**src/hdl/lfs_consts.svh**
```systemverilog
`ifndef LFS_CONSTS_SVH
`define LFS_CONSTS_SVH

// clock rate in MHz
`define LFS_CLK_MHZ         100
// deglitch times, nanoseconds, as printed (typical)
`define LFS_OPEN_DEG_NS     125000
`define LFS_SG_DEG_NS       125000
`define LFS_TSD_DEG_NS      50000
`define LFS_RECOVER_DEG_NS  16000
// cycle counts derived from time and clock rate
`define LFS_OPEN_DEG_CYC    ((`LFS_OPEN_DEG_NS * `LFS_CLK_MHZ) / 1000)
`define LFS_SG_DEG_CYC      ((`LFS_SG_DEG_NS * `LFS_CLK_MHZ) / 1000)
`define LFS_TSD_DEG_CYC     ((`LFS_TSD_DEG_NS * `LFS_CLK_MHZ) / 1000)
`define LFS_RECOVER_DEG_CYC ((`LFS_RECOVER_DEG_NS * `LFS_CLK_MHZ) / 1000)
// counter width
`define LFS_CNT_W           16
// apb answers
`define LFS_APB_RDATA_RST   32'h0000_0000

// register byte offsets
`define LFS_CTRL_OFS        12'h000
`define LFS_STAT_OFS        12'h004
`define LFS_TIME_OFS        12'h008

// control field positions
`define LFS_CTRL_DIMM       0
`define LFS_CTRL_DIAG       1
// status field positions
`define LFS_ST_OPEN         0
`define LFS_ST_SHORT        1
`define LFS_ST_THERM        2
`define LFS_ST_EXTLOW       3
`define LFS_ST_OUTEN        4
`define LFS_ST_RETRY        5
`define LFS_ST_PULL         6
`define LFS_ST_POR          7
`define LFS_ST_MODE_LO      8

`endif

```
**src/hdl/lfs_pkg.sv**
```systemverilog
package lfs_pkg;
    // supervisor operating mode
    typedef enum logic [2:0] {
        LFS_OFF,
        LFS_NORMAL,
        LFS_OPEN_FLT,
        LFS_SHORT_FLT,
        LFS_THERM_FLT,
        LFS_BUS_LOW
    } lfs_mode_t;
endpackage

```
**src/hdl/lfs_deglitch.sv**
```systemverilog
`timescale 1ns/1ns
`default_nettype none
`include "lfs_consts.svh"
module lfs_deglitch #(
    parameter int CNT_W = `LFS_CNT_W
) (
    // clock and reset
    input  wire logic             pclk,
    input  wire logic             presetn,
    // condition and length
    input  wire logic             cond,
    input  wire logic [CNT_W-1:0] limit,
    // condition persisted for limit cycles
    output logic                  done
);
    logic [CNT_W-1:0] cnt_reg;
    logic [CNT_W-1:0] cnt_next;
    wire              at_limit = (cnt_reg >= limit);

    // counts only while the condition persists, clears when it drops
    assign cnt_next = !cond ? '0 : (at_limit ? cnt_reg : cnt_reg + 1'b1);

    always_ff @(posedge pclk or negedge presetn) begin
        if (!presetn) begin
            cnt_reg <= '0;
            done    <= 1'b0;
        end else begin
            cnt_reg <= cnt_next;
            done    <= cond && (cnt_next >= limit);
        end
    end
endmodule
`default_nettype wire

```
**src/hdl/lfs_supervisor.sv**
```systemverilog
`timescale 1ns/1ns
`default_nettype none
`include "lfs_consts.svh"
// Operation
// - stay in reset until the supply comparator shows the rising power-on level
// - external low on fault bus disables output and enters low-power state
// - any local fault pulls the shared active-low fault line with the current sink
// - dimming high enables current; low disables current and diagnostics
// - supply below falling power-on level turns output current off
// - open detection runs only with open_diag_enable high and output enabled
// - short to battery is treated exactly as an open fault
// - headroom-low held for open deglitch time flags open fault and pulls line
// - headroom above upper open level before expiry clears the open timer
// - after open fault keep output with dimming high, retry current when low
// - open condition gone returns to normal and releases the line
// - output-low held for short deglitch time flags short fault and pulls line
// - output above upper short level during deglitch resets the short timer
// - short fault switches normal output off, sources retry current always
// - in short retry, output above lower short level clears fault
// - thermal trip turns output off, pulls line, resumes on hysteresis release
// - open_diag_enable low masks only open detection
// - open and short deglitch intervals 80 to 175 us, typically 125
// - thermal indication filtered by a 50 us deglitch timer
// - fault recovery qualified by a 16 us deglitch timer
// - fault line driven low externally keeps output off until line high
module lfs_supervisor #(
    parameter int CNT_W       = `LFS_CNT_W,
    parameter int OPEN_CYC    = `LFS_OPEN_DEG_CYC,
    parameter int SG_CYC      = `LFS_SG_DEG_CYC,
    parameter int TSD_CYC     = `LFS_TSD_DEG_CYC,
    parameter int RECOVER_CYC = `LFS_RECOVER_DEG_CYC
) (
    // clock and reset
    input  wire logic        pclk,
    input  wire logic        presetn,
    // apb slave
    input  wire logic        psel,
    input  wire logic        penable,
    input  wire logic        pwrite,
    input  wire logic [11:0] paddr,
    input  wire logic [31:0] pwdata,
    output logic      [31:0] prdata,
    output logic             pready,
    output logic             pslverr,
    // analog comparators, asynchronous
    input  wire logic        supply_ok,
    input  wire logic        headroom_low,
    input  wire logic        headroom_high,
    input  wire logic        out_low,
    input  wire logic        out_above_lower,
    input  wire logic        out_above_upper,
    input  wire logic        thermal_trip_level,
    input  wire logic        thermal_release,
    // shared open-drain fault bus
    input  wire logic        fault_bus_in,
    output logic             fault_bus_out,
    output logic             fault_bus_oe_n,
    // driver controls
    output logic             drive_enable,
    output logic             retry_enable,
    output logic             low_power
);
    import lfs_pkg::*;

    localparam logic [CNT_W-1:0] OPEN_LIM = CNT_W'(OPEN_CYC);
    localparam logic [CNT_W-1:0] SG_LIM   = CNT_W'(SG_CYC);
    localparam logic [CNT_W-1:0] TSD_LIM  = CNT_W'(TSD_CYC);
    localparam logic [CNT_W-1:0] REC_LIM  = CNT_W'(RECOVER_CYC);

    // synchronised comparator inputs
    logic [8:0] raw_in;
    logic [8:0] syn;
    assign raw_in = {fault_bus_in, thermal_release, thermal_trip_level, out_above_upper,
                     out_above_lower, out_low, headroom_high, headroom_low, supply_ok};

    lfs_sync #(.WIDTH(9)) u_sync (
        .pclk     (pclk),
        .presetn  (presetn),
        .async_in (raw_in),
        .sync_out (syn)
    );

    wire s_supply   = syn[0];
    wire s_hr_low   = syn[1];
    wire s_hr_high  = syn[2];
    wire s_out_low  = syn[3];
    wire s_out_lo2  = syn[4];
    wire s_out_hi   = syn[5];
    wire s_therm    = syn[6];
    wire s_rel      = syn[7];
    wire s_bus_high = syn[8];

    // software controls, mode and sticky status
    logic      dimm_reg;
    logic      diag_reg;
    lfs_mode_t mode_reg;
    lfs_mode_t mode_next;
    logic      open_hit_reg;
    logic      open_hit_next;
    logic      short_hit_reg;
    logic      short_hit_next;
    logic      therm_hit_reg;
    logic      therm_hit_next;
    logic      bus_low_seen_reg;
    logic [1:0] own_pull_hist_reg;

    // apb decode
    wire apb_acc  = psel && penable;
    wire apb_wr   = apb_acc && pwrite;
    wire hit_ctrl = (paddr == `LFS_CTRL_OFS);
    wire hit_stat = (paddr == `LFS_STAT_OFS);
    wire hit_time = (paddr == `LFS_TIME_OFS);
    wire hit_any  = hit_ctrl || hit_stat || hit_time;

    // own fault pulling and external low detection
    wire pulling   = (mode_reg == LFS_OPEN_FLT) || (mode_reg == LFS_SHORT_FLT) ||
                     (mode_reg == LFS_THERM_FLT);
    // our own release reaches the synchronised bus level two cycles late; mask that window
    wire ext_low   = !s_bus_high && !pulling && !(|own_pull_hist_reg);
    wire outen_now = (mode_reg == LFS_NORMAL || mode_reg == LFS_OPEN_FLT) && dimm_reg;

    // deglitch conditions
    wire open_cond  = s_hr_low && !s_hr_high && diag_reg && outen_now
                      && mode_reg == LFS_NORMAL;
    wire short_cond = s_out_low && !s_out_hi && outen_now;
    wire therm_cond = s_therm && s_supply;
    wire rec_cond   = (mode_reg == LFS_OPEN_FLT  && s_hr_high) ||
                      (mode_reg == LFS_SHORT_FLT && s_out_lo2) ||
                      (mode_reg == LFS_THERM_FLT && s_rel) ||
                      (mode_reg == LFS_BUS_LOW   && s_bus_high);

    logic open_done;
    logic short_done;
    logic therm_done;
    logic rec_done;
    logic [3:0] dg_cond;
    logic [3:0] dg_done;
    logic [CNT_W-1:0] dg_lim [4];
    assign dg_cond   = {rec_cond, therm_cond, short_cond, open_cond};
    assign dg_lim[0] = OPEN_LIM;
    assign dg_lim[1] = SG_LIM;
    assign dg_lim[2] = TSD_LIM;
    assign dg_lim[3] = REC_LIM;
    assign open_done  = dg_done[0];
    assign short_done = dg_done[1];
    assign therm_done = dg_done[2];
    assign rec_done   = dg_done[3];

    // one counter per deglitched condition
    genvar gi;
    generate
        for (gi = 0; gi < 4; gi++) begin : g_dg
            lfs_deglitch #(.CNT_W(CNT_W)) u_dg (
                .pclk    (pclk),
                .presetn (presetn),
                .cond    (dg_cond[gi]),
                .limit   (dg_lim[gi]),
                .done    (dg_done[gi])
            );
        end
    endgenerate

    // mode sequencing, thermal first, then short, then open
    always_comb begin
        mode_next = mode_reg;
        case (mode_reg)
            LFS_OFF: begin
                if (s_supply) begin
                    mode_next = LFS_NORMAL;
                end
            end
            LFS_NORMAL: begin
                if (therm_done) begin
                    mode_next = LFS_THERM_FLT;
                end else if (short_done) begin
                    mode_next = LFS_SHORT_FLT;
                end else if (open_done) begin
                    mode_next = LFS_OPEN_FLT;
                end else if (ext_low) begin
                    mode_next = LFS_BUS_LOW;
                end
            end
            LFS_OPEN_FLT: begin
                if (therm_done) begin
                    mode_next = LFS_THERM_FLT;
                end else if (short_done) begin
                    mode_next = LFS_SHORT_FLT;
                end else if (rec_done || !diag_reg) begin
                    mode_next = LFS_NORMAL;
                end
            end
            LFS_SHORT_FLT: begin
                if (therm_done) begin
                    mode_next = LFS_THERM_FLT;
                end else if (rec_done) begin
                    mode_next = LFS_NORMAL;
                end
            end
            LFS_THERM_FLT: begin
                if (rec_done) begin
                    mode_next = LFS_NORMAL;
                end
            end
            LFS_BUS_LOW: begin
                if (therm_done) begin
                    mode_next = LFS_THERM_FLT;
                end else if (rec_done) begin
                    mode_next = LFS_NORMAL;
                end
            end
            default: begin
                mode_next = LFS_OFF;
            end
        endcase
        if (!s_supply) begin
            mode_next = LFS_OFF;
        end
    end

    // sticky status, set wins over software clear
    wire clr_wr = apb_wr && hit_stat;
    assign open_hit_next  = (mode_next == LFS_OPEN_FLT && mode_reg != LFS_OPEN_FLT) ||
                            (open_hit_reg && !(clr_wr && pwdata[`LFS_ST_OPEN]));
    assign short_hit_next = (mode_next == LFS_SHORT_FLT && mode_reg != LFS_SHORT_FLT) ||
                            (short_hit_reg && !(clr_wr && pwdata[`LFS_ST_SHORT]));
    assign therm_hit_next = (mode_next == LFS_THERM_FLT && mode_reg != LFS_THERM_FLT) ||
                            (therm_hit_reg && !(clr_wr && pwdata[`LFS_ST_THERM]));

    // output controls for the next mode
    wire nx_pull  = (mode_next == LFS_OPEN_FLT) || (mode_next == LFS_SHORT_FLT) ||
                    (mode_next == LFS_THERM_FLT);
    wire nx_drive = (mode_next == LFS_NORMAL || mode_next == LFS_OPEN_FLT) && dimm_reg;
    wire nx_retry = (mode_next == LFS_SHORT_FLT) ||
                    (mode_next == LFS_OPEN_FLT && !dimm_reg);
    wire nx_lowp  = (mode_next == LFS_BUS_LOW) || (mode_next == LFS_OFF);

    // read data selection
    wire [31:0] stat_word = {20'h00000, 1'b0, mode_reg,
                             s_supply, pulling, retry_enable, drive_enable,
                             bus_low_seen_reg, therm_hit_reg, short_hit_reg, open_hit_reg};
    wire [31:0] rd_mux = hit_ctrl ? {30'h0, diag_reg, dimm_reg} :
                         hit_stat ? stat_word :
                         hit_time ? {{(32-CNT_W){1'b0}}, OPEN_LIM} : `LFS_APB_RDATA_RST;

    // state and status registers
    always_ff @(posedge pclk or negedge presetn) begin
        if (!presetn) begin
            mode_reg         <= LFS_OFF;
            open_hit_reg     <= 1'b0;
            short_hit_reg    <= 1'b0;
            therm_hit_reg    <= 1'b0;
            bus_low_seen_reg <= 1'b0;
            own_pull_hist_reg <= 2'b00;
        end else begin
            mode_reg         <= mode_next;
            open_hit_reg     <= open_hit_next;
            short_hit_reg    <= short_hit_next;
            therm_hit_reg    <= therm_hit_next;
            bus_low_seen_reg <= (mode_next == LFS_BUS_LOW && mode_reg != LFS_BUS_LOW) ||
                                (bus_low_seen_reg && !(clr_wr && pwdata[`LFS_ST_EXTLOW]));
            own_pull_hist_reg <= {own_pull_hist_reg[0], !fault_bus_oe_n};
        end
    end

    // pin outputs from flip-flops
    always_ff @(posedge pclk or negedge presetn) begin
        if (!presetn) begin
            drive_enable   <= 1'b0;
            retry_enable   <= 1'b0;
            low_power      <= 1'b1;
            fault_bus_out  <= 1'b0;
            fault_bus_oe_n <= 1'b1;
        end else begin
            drive_enable   <= nx_drive;
            retry_enable   <= nx_retry;
            low_power      <= nx_lowp;
            fault_bus_out  <= 1'b0;
            fault_bus_oe_n <= !nx_pull;
        end
    end

    // apb slave: zero wait, error on unmapped address
    always_ff @(posedge pclk or negedge presetn) begin
        if (!presetn) begin
            dimm_reg <= 1'b0;
            diag_reg <= 1'b0;
            prdata   <= `LFS_APB_RDATA_RST;
            pready   <= 1'b0;
            pslverr  <= 1'b0;
        end else begin
            pready  <= psel && !penable;
            pslverr <= psel && !penable && !hit_any;
            prdata  <= (psel && !penable && !pwrite) ? rd_mux : `LFS_APB_RDATA_RST;
            if (apb_wr && pready && hit_ctrl) begin
                dimm_reg <= pwdata[`LFS_CTRL_DIMM];
                diag_reg <= pwdata[`LFS_CTRL_DIAG];
            end
        end
    end
endmodule
`default_nettype wire

```
**src/hdl/lfs_sync.sv**
```systemverilog
`timescale 1ns/1ns
`default_nettype none
module lfs_sync #(
    parameter int WIDTH = 1
) (
    // clock and reset
    input  wire logic             pclk,
    input  wire logic             presetn,
    // asynchronous in, synchronised out
    input  wire logic [WIDTH-1:0] async_in,
    output logic      [WIDTH-1:0] sync_out
);
    logic [WIDTH-1:0] meta_reg;

    // two flip-flop synchroniser, first stage read only by the second
    always_ff @(posedge pclk or negedge presetn) begin
        if (!presetn) begin
            meta_reg <= '0;
            sync_out <= '0;
        end else begin
            meta_reg <= async_in;
            sync_out <= meta_reg;
        end
    end
endmodule
`default_nettype wire

```
**config.mk**
```make
export PLATFORM = sky130hd
export DESIGN_NAME = lfs_supervisor
export DESIGN_NICKNAME = d
export VERILOG_FILES = /design/src/hdl/lfs_pkg.sv /design/src/hdl/lfs_deglitch.sv /design/src/hdl/lfs_supervisor.sv /design/src/hdl/lfs_sync.sv
export VERILOG_INCLUDE_DIRS = /design/src /design/src/hdl
export SDC_FILE = /design/constraint.sdc
export NUM_CORES = 1
export LEC_CHECK = 0
export ABC_AREA = 1
export BUFFER_PORTS_ARGS = -buffer_cell sky130_fd_sc_hd__clkbuf_2
export CAP_MARGIN = 10
export CORE_ASPECT_RATIO = 0.75
export CORE_MARGIN = 2
export CORE_UTILIZATION = 47
export CTS_BUF_LIST = sky130_fd_sc_hd__clkbuf_8
export CTS_CLUSTER_DIAMETER = 120
export CTS_CLUSTER_SIZE = 14
export DETAILED_ROUTE_END_ITERATION = 10
export HOLD_SLACK_MARGIN = 0.06
export PLACE_DENSITY = 0.68
export RECOVER_POWER = 50
export SLEW_MARGIN = 20
export SYNTH_ARGS = -nofsm -noshare
export SYNTH_HDL_FRONTEND = slang
export SYNTH_SLANG_ARGS = --single-unit
```
**constraint.sdc**
```tcl
create_clock -name pclk -period 2.2 [get_ports pclk]
set_input_delay 0.33 -clock pclk [delete_from_list [all_inputs] [get_ports pclk]]
set_output_delay 0.33 -clock pclk [all_outputs]
set_load 0.01 [all_outputs]
```
==> results of run 1 <==
## worst register-to-register path, stage by stage, from the launching register on
cell and delay [ns]:
dfrtp_1 0.40, ha_1 0.26, inv_1 0.08, nor2_1 0.27, nand2_1 0.14, xor2_1 0.16, nand2_1 0.06, nand3_1 0.08
nor2_1 0.15, nand3_1 0.12, nor2_1 0.11, nand2_1 0.06, nand2_1 0.05
## power groups by stage
stage	Clock (mW)	Sequential, mW	Combinational (mW)
finish	1.82	2.17	0.217
global route	1.97	2.17	0.250
CTS	1.86	2.17	0.226
detailed placement	0	2.21	0.211
global placement	0	2.21	0.209
floorplan	0	2.21	0.125
## stage by stage
stage	area, um^2	utilization	setup WS, ns	hold WS (ns)	total power, mW
6_report	7400	0.542	0.236	0.0907	4.20
5_1_grt	7400	0.542	0.0171	0.0785	4.39
4_1_cts	7420	0.543	0.266	0.0710	4.26
3_5_place_dp	6950	0.509	0.284	0.328	2.42
3_3_place_gp	6950	0.509	0.302	0.328	2.42
2_1_floorplan	6620	-	0.548	0.0344	2.33
## final cells by class
class                      count  area, um^2  share of cell area
clock buffer                  20         275              0.0372
clock inverter                12        92.6              0.0125
inverter                     124         468              0.0633
multi-input combinational    640        3030               0.409
sequential                   115        2880               0.389
tap                          175         219              0.0296
timing repair buffer          70         438              0.0592
## cells by family after synthesis
logic type	Yosys count
simple gates	532
buf+inv	155
xor+xnor	16
other cells	1
fa+ha+maj	8
compound gates	64
flops	115
## placed cells by master (no fill, tap or decap), types with 3 or more instances in the layout
cell	n
clkbuf_2	47
o21ai_1	4
inv_2	6
nand2_1	276
clkbuf_8	20
nand4_1	22
nand3b_1	4
dlygate4sd3_1	10
inv_1	120
nand2_2	11
dfrtp_1	113
and2_1	3
conb_1	20
nor3_1	10
nor2_2	11
xor2_1	15
o21ai_0	20
a21oi_1	24
ha_1	8
nand3_1	64
clkinv_2	3
buf_4	9
nor2_1	112
nor4_1	3
nor2_4	4
## path summary, 6_finish.rpt
path | slack, ns | cells past startpoint | startpoint | end
worst max-delay path | 0.24 | 12 | g_dg[2].u_dg.cnt_reg[0] | g_dg[2].u_dg.done
min in group asynchronous | 0.56 | 2 | presetn | g_dg[1].u_dg.cnt_reg[1]
max in group asynchronous | 0.39 | 3 | presetn | prdata[5]
worst min-delay path | 0.09 | 2 | penable | pready
worst max register to register | 0.24 | 12 | g_dg[2].u_dg.cnt_reg[0] | g_dg[2].u_dg.done
worst min register to register | 0.35 | 0 | u_sync.meta_reg[4] | u_sync.sync_out[4]
## metal layers
metal,share of wire,track usage,wire length (um)
met5,0,0,0
met4,0.011,0.0649,150
met3,0.045,0.0486,605
met2,0.42,0.277,5640
met1,0.52,0.284,7070
==> results.txt, run 1 <==
max reg flops: 64
Final nets: 1034
f_max: 509 MHz
Slew Limit Headroom: 0.390
Worst setup SP type: flop
xor/xnor share of the synthesized area: 0.0214
DIE AREA: 0.0149 mm^2
main combinational cell family by area after synthesis: simple AND/OR/NAND/NOR gates
Mapped Cells: 891
Pint: 3.18 mW
I/O Buffers: 48
WL/cell: 11.6 um
# diodes: 0
largest net degree at the start of global routing: 49
count of final setup violators: 0
Clock transition at path regs: 0.07 ns
CP max stage cell: dfrtp_1
Final Hold Fails: 0
Arrival @ worst endpoint: 2.34 ns
Yosys top cell by area: dfrtp_1
critical path capture point type: flop
Post-synth EDFFs: 0
switch share: 0.244
fillcell total: 1314
1st-iter DRT viols: 410
number of global-route vias before repair: 4952
Num CTS Buffers: 17
Post-synth ARST share: 1.00
Mapped Area: 0.00655 mm^2
Clock Skew: 0.0113 ns
Worst Path Buf+Inv: 1
CP peak stage delay: 0.40 ns
Hold Crit Class: input port to flop
Synth top area share: 0.432
Longest Clk Path Bufs: 2
Cell Pwr Density: 568 mW/mm^2
minimum clock period: 1.96 ns
Comb power frac: 0.052
area of the core: 0.0137 mm^2
# rows: 37
DRC violations left: 0
Mean Syn Cell Area: 7.35 um^2
Ports: 97
largest cells by area after synthesis: dfrtp_1, nand2_1, inv_1
CTS root buf: clkbuf_8
cells along the critical path: ha_1 > inv_1 > nor2_1 > nand2_1 > xor2_1 > nand2_1 > nand3_1 > nor2_1 > nand3_1 > nor2_1 > nand2_1 > nand2_1
share of post-route cells with drive strength above 1: 0.133
Slew Limit Fails: 0
post-synthesis mux area share: 0
most numerous cell in the Yosys netlist: nand2_1
period utilisation layout: 0.893
CTS H-tree lvls: 4
Die Y: 106 um
via count: 5543
max-cap viol count: 0
CTS tree: yes
Yosys reg bits: 115
YS warnings: 0
Routed Wire Length: 13500 um
Worst Max-Slew Pin Slew: 0.915 ns
outcome: finished, final reports clean
Placed Cells: 1114
Final Non-Filler Cells: 1156
post-synthesis compound-gate area fraction: 0.0581
Clock Power Share: 0.433
Die X-Extent: 140 um
hold buffer count at CTS: 10
Setup Crit Path Kind: flop to flop
Placer Congestion: 0.852
GR Overflow Total: 0
Synth top cells by count: nand2_1, inv_1, dfrtp_1
clk sinks: 115
DR vias/cell: 4.79
Area growth syn-to-layout: 13.0%
post-synthesis cell type count: 48
first drt pass iteration count: 6
sequential share of the synthesized area: 0.440
Synth Flop Type: dfrtp_1
setup TNS: 0 ns
post-CTS sizing: 0
Post-CTS Setup Inserts: 0
Initial Utilization: 0.479
Clk Latency, worst-skew pair: 0.44 ns
NetSw: 1.02 mW
WP data required: 2.57 ns
RSZ-0062 raised after global routing: no
HPWL after detailed placement: 9620 um
Worst Path Max Fanout: 5
Leak: 3.87 nW
Post-Synth Adder-Cell Area: 0.0153
simple-gate portion of the synthesized area: 0.356
ANT nets after route: 0
initial antenna violation count: 0
critical path's top delay family: simple AND/OR/NAND/NOR gates
first-pass GRT wire length: 23100 um
sequential share of power: 0.516
cell mode on critical path: nand2_1
All-Layer GR Usage: 0.193
Max rail drop VDD: 0.349 mV
No activity file was read; power rests on OpenSTA's default activity.
==> inputs of run 2 (changes only) <==
PLACE_DENSITY = 0.66   (was 0.68)
SYNTH_HIERARCHICAL = 1   (was unset)
==> run 2 against run 1 <==
Net effect:
- highest routed layer unchanged
- largest cell class unchanged
- register-to-register slack got worse by 0.75 ns
- worst setup slack got worse by 0.75 ns
- final area increased by 76%
- the run now ends with negative setup slack left
==> results.txt, run 2 <==
sequential share of the synthesized area: 0.307 (-0.133)
Synth top cells by count: nand2_1, inv_1, nor2_1
cell mode on critical path: nand2_1
Placer Congestion: 0.864 (+1.3%)
critical path's top delay family: simple AND/OR/NAND/NOR gates
Die Y: 126 um (+19%)
first-pass GRT wire length: 39300 um (+70%)
All-Layer GR Usage: 0.227 (+0.0343)
Leak: 6.73 nW (+74%)
minimum clock period: 2.72 ns (+0.752 ns)
largest cells by area after synthesis: dfrtp_1, ha_1, nand2_1
# rows: 44 (+19%)
Worst setup SP type: flop
WP data required: 2.53 ns (-0.04 ns)
GR Overflow Total: 0 (unchanged)
share of post-route cells with drive strength above 1: 0.321 (+0.189)
Final Hold Fails: 0 (unchanged)
DIE AREA: 0.0211 mm^2 (+42%)
Arrival @ worst endpoint: 3.05 ns (+0.71 ns)
max-cap viol count: 0 (unchanged)
max reg flops: 64 (unchanged)
most numerous cell in the Yosys netlist: nand2_1
Die X-Extent: 167 um (+19%)
Hold Crit Class: input port to flop
Clk Latency, worst-skew pair: 0.45 ns (about the same)
ANT nets after route: 0 (unchanged)
outcome: finished with violations
post-synthesis cell type count: 41 (-15%)
RSZ-0062 raised after global routing: yes
DR vias/cell: 4.85 (+1.1%)
Yosys reg bits: 115 (unchanged)
Area growth syn-to-layout: 39.1%
YS warnings: 6 (+6)
DRC violations left: 0 (unchanged)
CTS H-tree lvls: 4 (unchanged)
Routed Wire Length: 24900 um (+85%)
Post-synth EDFFs: 0 (unchanged)
Final nets: 1811 (+75%)
most frequent cells in the layout: nand2_1, buf_4, inv_1, nor2_1, dfrtp_1
Num CTS Buffers: 17 (unchanged)
Placed Cells: 1804 (+62%)
Slew Limit Fails: 0 (unchanged)
Setup Crit Path Kind: flop to flop
WL/cell: 13.2 um (+13%)
Worst Path Buf+Inv: 2 (+1)
# diodes: 0 (unchanged)
Placed Area: 0.0113 mm^2 (+63%)
Ports: 97 (unchanged)
f_max: 368 MHz (-28%)
CP max stage cell: dfrtp_1
Worst Path Max Fanout: 6 (+1)
Final Non-Filler Cells: 1887 (+63%)
commonest non-fill, non-tap cell in the layout: nand2_1
Synth Flop Type: dfrtp_1
Initial Utilization: 0.483 (+0.00330)
largest net degree at the start of global routing: 55 (+12%)
I/O Buffers: 48 (unchanged)
area of the core: 0.0194 mm^2 (+42%)
Worst Max-Slew Pin Slew: 0.868 ns (-0.0470 ns)
Max rail drop VDD: 0.415 mV (+19%)
Mapped Area: 0.00938 mm^2 (+43%)
number of global-route vias before repair: 8441 (+70%)
fin area: 0.0130 mm^2 (+76%)
count of final setup violators: 4 (+4)
Yosys top cell by area: dfrtp_1
clk sinks: 115 (unchanged)
Synth top area share: 0.302 (-0.131)
via count: 9152 (+65%)
violated checks: negative setup slack
Final Power: 5.24 mW (+25%)
first drt pass iteration count: 7 (+1)
period utilisation layout: 1.23 (+0.342)
CTS tree: yes
CP peak stage delay: 0.43 ns (+0.03 ns)
initial antenna violation count: 0 (unchanged)
Mapped Cells: 1284 (+44%)
Clock Skew: 0.0145 ns (+0.00321 ns)
HPWL after detailed placement: 17700 um (+84%)
Cell Pwr Density: 401 mW/mm^2 (-29%)
Longest Clk Path Bufs: 2 (unchanged)
Slew Limit Headroom: 0.421 (+0.0314)
cells along the critical path: ha_4 > nand2_1 > nand3_1 > nand2_1 > nand2_2 > nand2_2 > nand2_2 > nand2_4 > clkbuf_16 > nand3_1 > nand2_1 > nor2_1 > ha_1 > nand2_1 > o21ai_1 > nand2_1 > nand2_1 > nand2_1 > nand3_1 > nand2_1 > inv_1
Post-synth ARST share: 1.00 (unchanged)
CTS root buf: clkbuf_8
critical path capture point type: flop
Mean Syn Cell Area: 7.30 um^2 (-0.57%)
1st-iter DRT viols: 733 (+79%)
Clock transition at path regs: 0.07 ns (about the same)
Final WS setup: -0.516 ns (-0.752 ns)
run 2: changes by cell type in the layout (fill, tap and decap cells not counted), moves of 18 or more:
cell / change
a21oi_1: +52
buf_4: +180
nand2_2: +32
nand2_1: -18
inv_1: +46
ha_4: +22
nand3_1: +23
conb_1: +68
a21oi_2: +34
nor2_2: +39
ha_1: +102
nand3_2: +22
run 2: final timing paths:
| path | startpoint | endpoint | slack, ns | cells after the start |
|---|---|---|---|---|
| setup / recovery | g_dg[2].u_dg/cnt_reg[1] | g_dg[2].u_dg/done | -0.52 | 21 |
| hold / removal | psel | pslverr | 0.13 | 3 |
| setup reg to reg | g_dg[2].u_dg/cnt_reg[1] | g_dg[2].u_dg/done | -0.52 | 21 |
| hold reg to reg | u_sync/meta_reg[7] | u_sync/sync_out[7] | 0.34 | 0 |
| max in group asynchronous | presetn | g_dg[0].u_dg/cnt_reg[1] | 0.26 | 3 |
| min in group asynchronous | presetn | prdata[5] | 0.59 | 2 |
run 2: power breakdown:
part	total [mW]	internal (mW)	switching (mW)	leakage, nW
combinational	0.915	0.350	0.564	4.98
sequential	2.20	2.17	0.0340	1.53
clock	2.12	1.19	0.930	0.217
run 2: stage by stage:
stage | setup TNS, ns | util | hold WS (ns) | setup WS, ns
3_5_place_dp | -1.98 | 0.583 | 0.315 | -0.610
3_3_place_gp | -1.83 | 0.583 | 0.312 | -0.566
2_1_floorplan | -0.640 | - | 0.0344 | -0.201
4_1_cts | -1.54 | 0.631 | 0.0907 | -0.414
5_1_grt | -4.62 | 0.671 | 0.140 | -0.637
6_report | -1.77 | 0.671 | 0.129 | -0.516
run 2: cells by family after synthesis:
group | after synthesis | share of synthesized area
simple gates | 659 | 0.319
buf+inv | 222 | 0.108
compound gates | 147 | 0.0830
fa+ha+maj | 132 | 0.176
flops | 115 | 0.307
xor+xnor | 7 | 0.00654
other cells | 2 | 0.000801
run 2: area by class of cell:
class	instances	area, um^2
clock buffer	20	275
clock inverter	12	138
fill	1635	6380
inverter	181	679
multi-input combinational	1036	6710
sequential	115	2880
tap	253	317
timing repair buffer	270	2050
run 2: repair_timing:
action / in CTS / in global routing
setup buffers: 14 / 19
endpoints found under the hold margin: 41 / 0
pin swaps: 33 / 68
hold buffers: 11 / 0
resized for setup: 67 / 132
gates cloned: 4 / 4
endpoints found under the setup margin: 4 / 4
run 2: tightest hold or removal path: cells and delay by family:
family / cells / cell delay [ns]
buf+inv: 2 / 0.16
simple gates: 1 / 0.06
run 2: routing by layer:
layer / vias to the layer above / GRT usage / wire [um]
met5: - / 0 / 0
met4: 0 / 0.0669 / 330
met3: 34 / 0.0293 / 1100
met2: 210 / 0.355 / 11300
met1: 4178 / 0.330 / 12200
li1: 4730 / - / -
==> inputs of run 3 (changes only) <==
RECOVER_POWER = unset   (was 50)
SETUP_SLACK_MARGIN = 0.1   (was unset)
==> run 3 against run 2 <==
Net effect:
- the run still ends with negative setup slack left
- sequential power about the same
- largest cell class unchanged
- critical endpoint unchanged
- utilization up 0.15 points
- highest routed layer unchanged
- sequential cell count unchanged
==> results.txt, run 3 (synthesis results as in run 2) <==
outcome: finished with violations
Hold Crit Class: input port to flop
Clock transition at path regs: 0.07 ns (about the same)
most frequent cells in the layout: nand2_1, buf_4, inv_1, nor2_1, dfrtp_1
largest net degree at the start of global routing: 55 (unchanged)
max reg flops: 64 (unchanged)
number of global-route vias before repair: 8441 (unchanged)
Num CTS Buffers: 17 (unchanged)
Leak: 6.76 nW (+0.47%)
HPWL after detailed placement: 17700 um (unchanged)
share of post-route cells with drive strength above 1: 0.327 (+0.00551)
GR Overflow Total: 0 (unchanged)
Ports: 97 (unchanged)
setup slack, reg-to-reg: -0.51 ns (about the same)
max-cap viol count: 0 (unchanged)
# diodes: 0 (unchanged)
Cell Pwr Density: 401 mW/mm^2 (about the same)
CTS root buf: clkbuf_8
DR vias/cell: 4.85 (about the same)
hold_ws: 0.126 ns (-0.00254 ns)
Placer Congestion: 0.864 (unchanged)
ANT nets after route: 0 (unchanged)
WP data required: 2.53 ns (about the same)
1st-iter DRT viols: 741 (+1.1%)
Initial Utilization: 0.483 (unchanged)
Arrival @ worst endpoint: 3.04 ns (about the same)
CTS tree: yes
cell mode on critical path: nand2_1
Max rail drop VDD: 0.416 mV (+0.10%)
RSZ-0062 raised after global routing: yes
critical path capture point type: flop
Area growth syn-to-layout: 39.5%
DRC violations left: 0 (unchanged)
first-pass GRT wire length: 39300 um (unchanged)
Setup Crit Path Kind: flop to flop
Final WS setup: -0.512 ns (+0.00380 ns)
cells on worst reg2reg path: 21 (unchanged)
Setup crit start: g_dg[2].u_dg/cnt_reg[1]
Final Hold Fails: 0 (unchanged)
f_max: 369 MHz (+0.14%)
Die X-Extent: 167 um (unchanged)
Clk Latency, worst-skew pair: 0.45 ns (about the same)
WL/cell: 13.2 um (about the same)
via count: 9153 (+0.011%)
Clock Skew: 0.0144 ns (-0.000159 ns)
reg-to-reg endpoint: g_dg[2].u_dg/done
period utilisation layout: 1.23 (-0.00173)
I/O Buffers: 48 (unchanged)
Die Y: 126 um (unchanged)
DIE AREA: 0.0211 mm^2 (unchanged)
Slew Limit Fails: 0 (unchanged)
All-Layer GR Usage: 0.227 (unchanged)
commonest non-fill, non-tap cell in the layout: nand2_1
R2R Path Start: g_dg[2].u_dg/cnt_reg[1]
count of final setup violators: 4 (unchanged)
Final nets: 1811 (unchanged)
initial antenna violation count: 0 (unchanged)
CTS H-tree lvls: 4 (unchanged)
Longest Clk Path Bufs: 2 (unchanged)
minimum clock period: 2.71 ns (-0.00380 ns)
cells along the critical path: ha_4 > nand2_1 > nand3_1 > nand2_1 > nand2_2 > nand2_2 > nand2_2 > nand2_4 > clkbuf_16 > nand3_1 > nand2_1 > nor2_1 > ha_1 > nand2_1 > o21ai_1 > nand2_1 > nand2_1 > nand2_1 > nand3_1 > nand2_1 > inv_1
Worst Path Max Fanout: 6 (unchanged)
critical path capture point: g_dg[2].u_dg/done
area of the core: 0.0194 mm^2 (unchanged)
violated checks: negative setup slack
# rows: 44 (unchanged)
CP peak stage delay: 0.43 ns (about the same)
Routed Wire Length: 24900 um (about the same)
Worst setup SP type: flop
first drt pass iteration count: 5 (-2)
CP max stage cell: dfrtp_1
Placed Area: 0.0113 mm^2 (unchanged)
clk sinks: 115 (unchanged)
fin area: 0.0131 mm^2 (+0.23%)
==> run 3: how the worst min path moves through the flow <==
stage | startpoint | to | slack, ns | cells after the start
after floorplan | presetn | bus_low_seen_reg | 0.03 | 0
after global placement | presetn | prdata[3] | 0.31 | 1
after detailed placement | presetn | prdata[5] | 0.31 | 1
after CTS | psel | pslverr | 0.09 | 3
after global routing | psel | pslverr | 0.14 | 3
final | psel | pslverr | 0.13 | 3
==> run 3: per-layer routing <==
metal / GRT usage / vias to the layer above / routed length, um
met5: 0 / - / 0
met4: 0.0669 / 0 / 316
met3: 0.0293 / 29 / 1120
met2: 0.355 / 218 / 11300
met1: 0.330 / 4175 / 12200
li1: - / 4731 / -
==> run 3: layout make-up <==
type,count,area (um^2)
inverter,181,679
clock inverter,12,138
clock buffer,20,275
sequential,115,2880
fill,1624,6350
multi-input combinational,1036,6710
tap,253,317
timing repair buffer,270,2080
==> run 3: repair_timing <==
action,4_1_cts,5_1_grt
hold buffers,11,0
gates resized for setup,67,132
cloned,4,4
endpoints found under the setup margin,5,5
pin swaps,33,68
setup buffers,14,19
endpoints found under the hold margin,41,0
==> run 3: power breakdown <==
group          internal, mW  switching, mW
clock network          1.19          0.933
logic                 0.357          0.565
registers              2.17         0.0340
total                  3.72           1.53
==> run 3: worst max-delay path, delay by kind of cell, from the launching register on <==
kind,cells,cell delay (ns)
flip-flops,1,0.43
adder cells (fa/ha/maj),2,0.55
AND/OR/NAND/NOR,16,1.30
buffers and inverters,2,0.24
AO/OA/AOI/OAI,1,0.07
==> run 3: per-stage QoR <==
step / total power [mW] / cells / util / TNS [ns] / setup WS [ns]
after floorplan: 2.75 / 1370 / - / -0.640 / -0.201
after global placement: 3.02 / 1804 / 0.583 / -1.83 / -0.566
after detailed placement: 3.04 / 1804 / 0.583 / -1.98 / -0.610
after CTS: 5.23 / 1865 / 0.631 / -1.54 / -0.414
after global routing: 5.54 / 1887 / 0.673 / -2.46 / -0.637
final: 5.25 / 1887 / 0.673 / -1.75 / -0.512
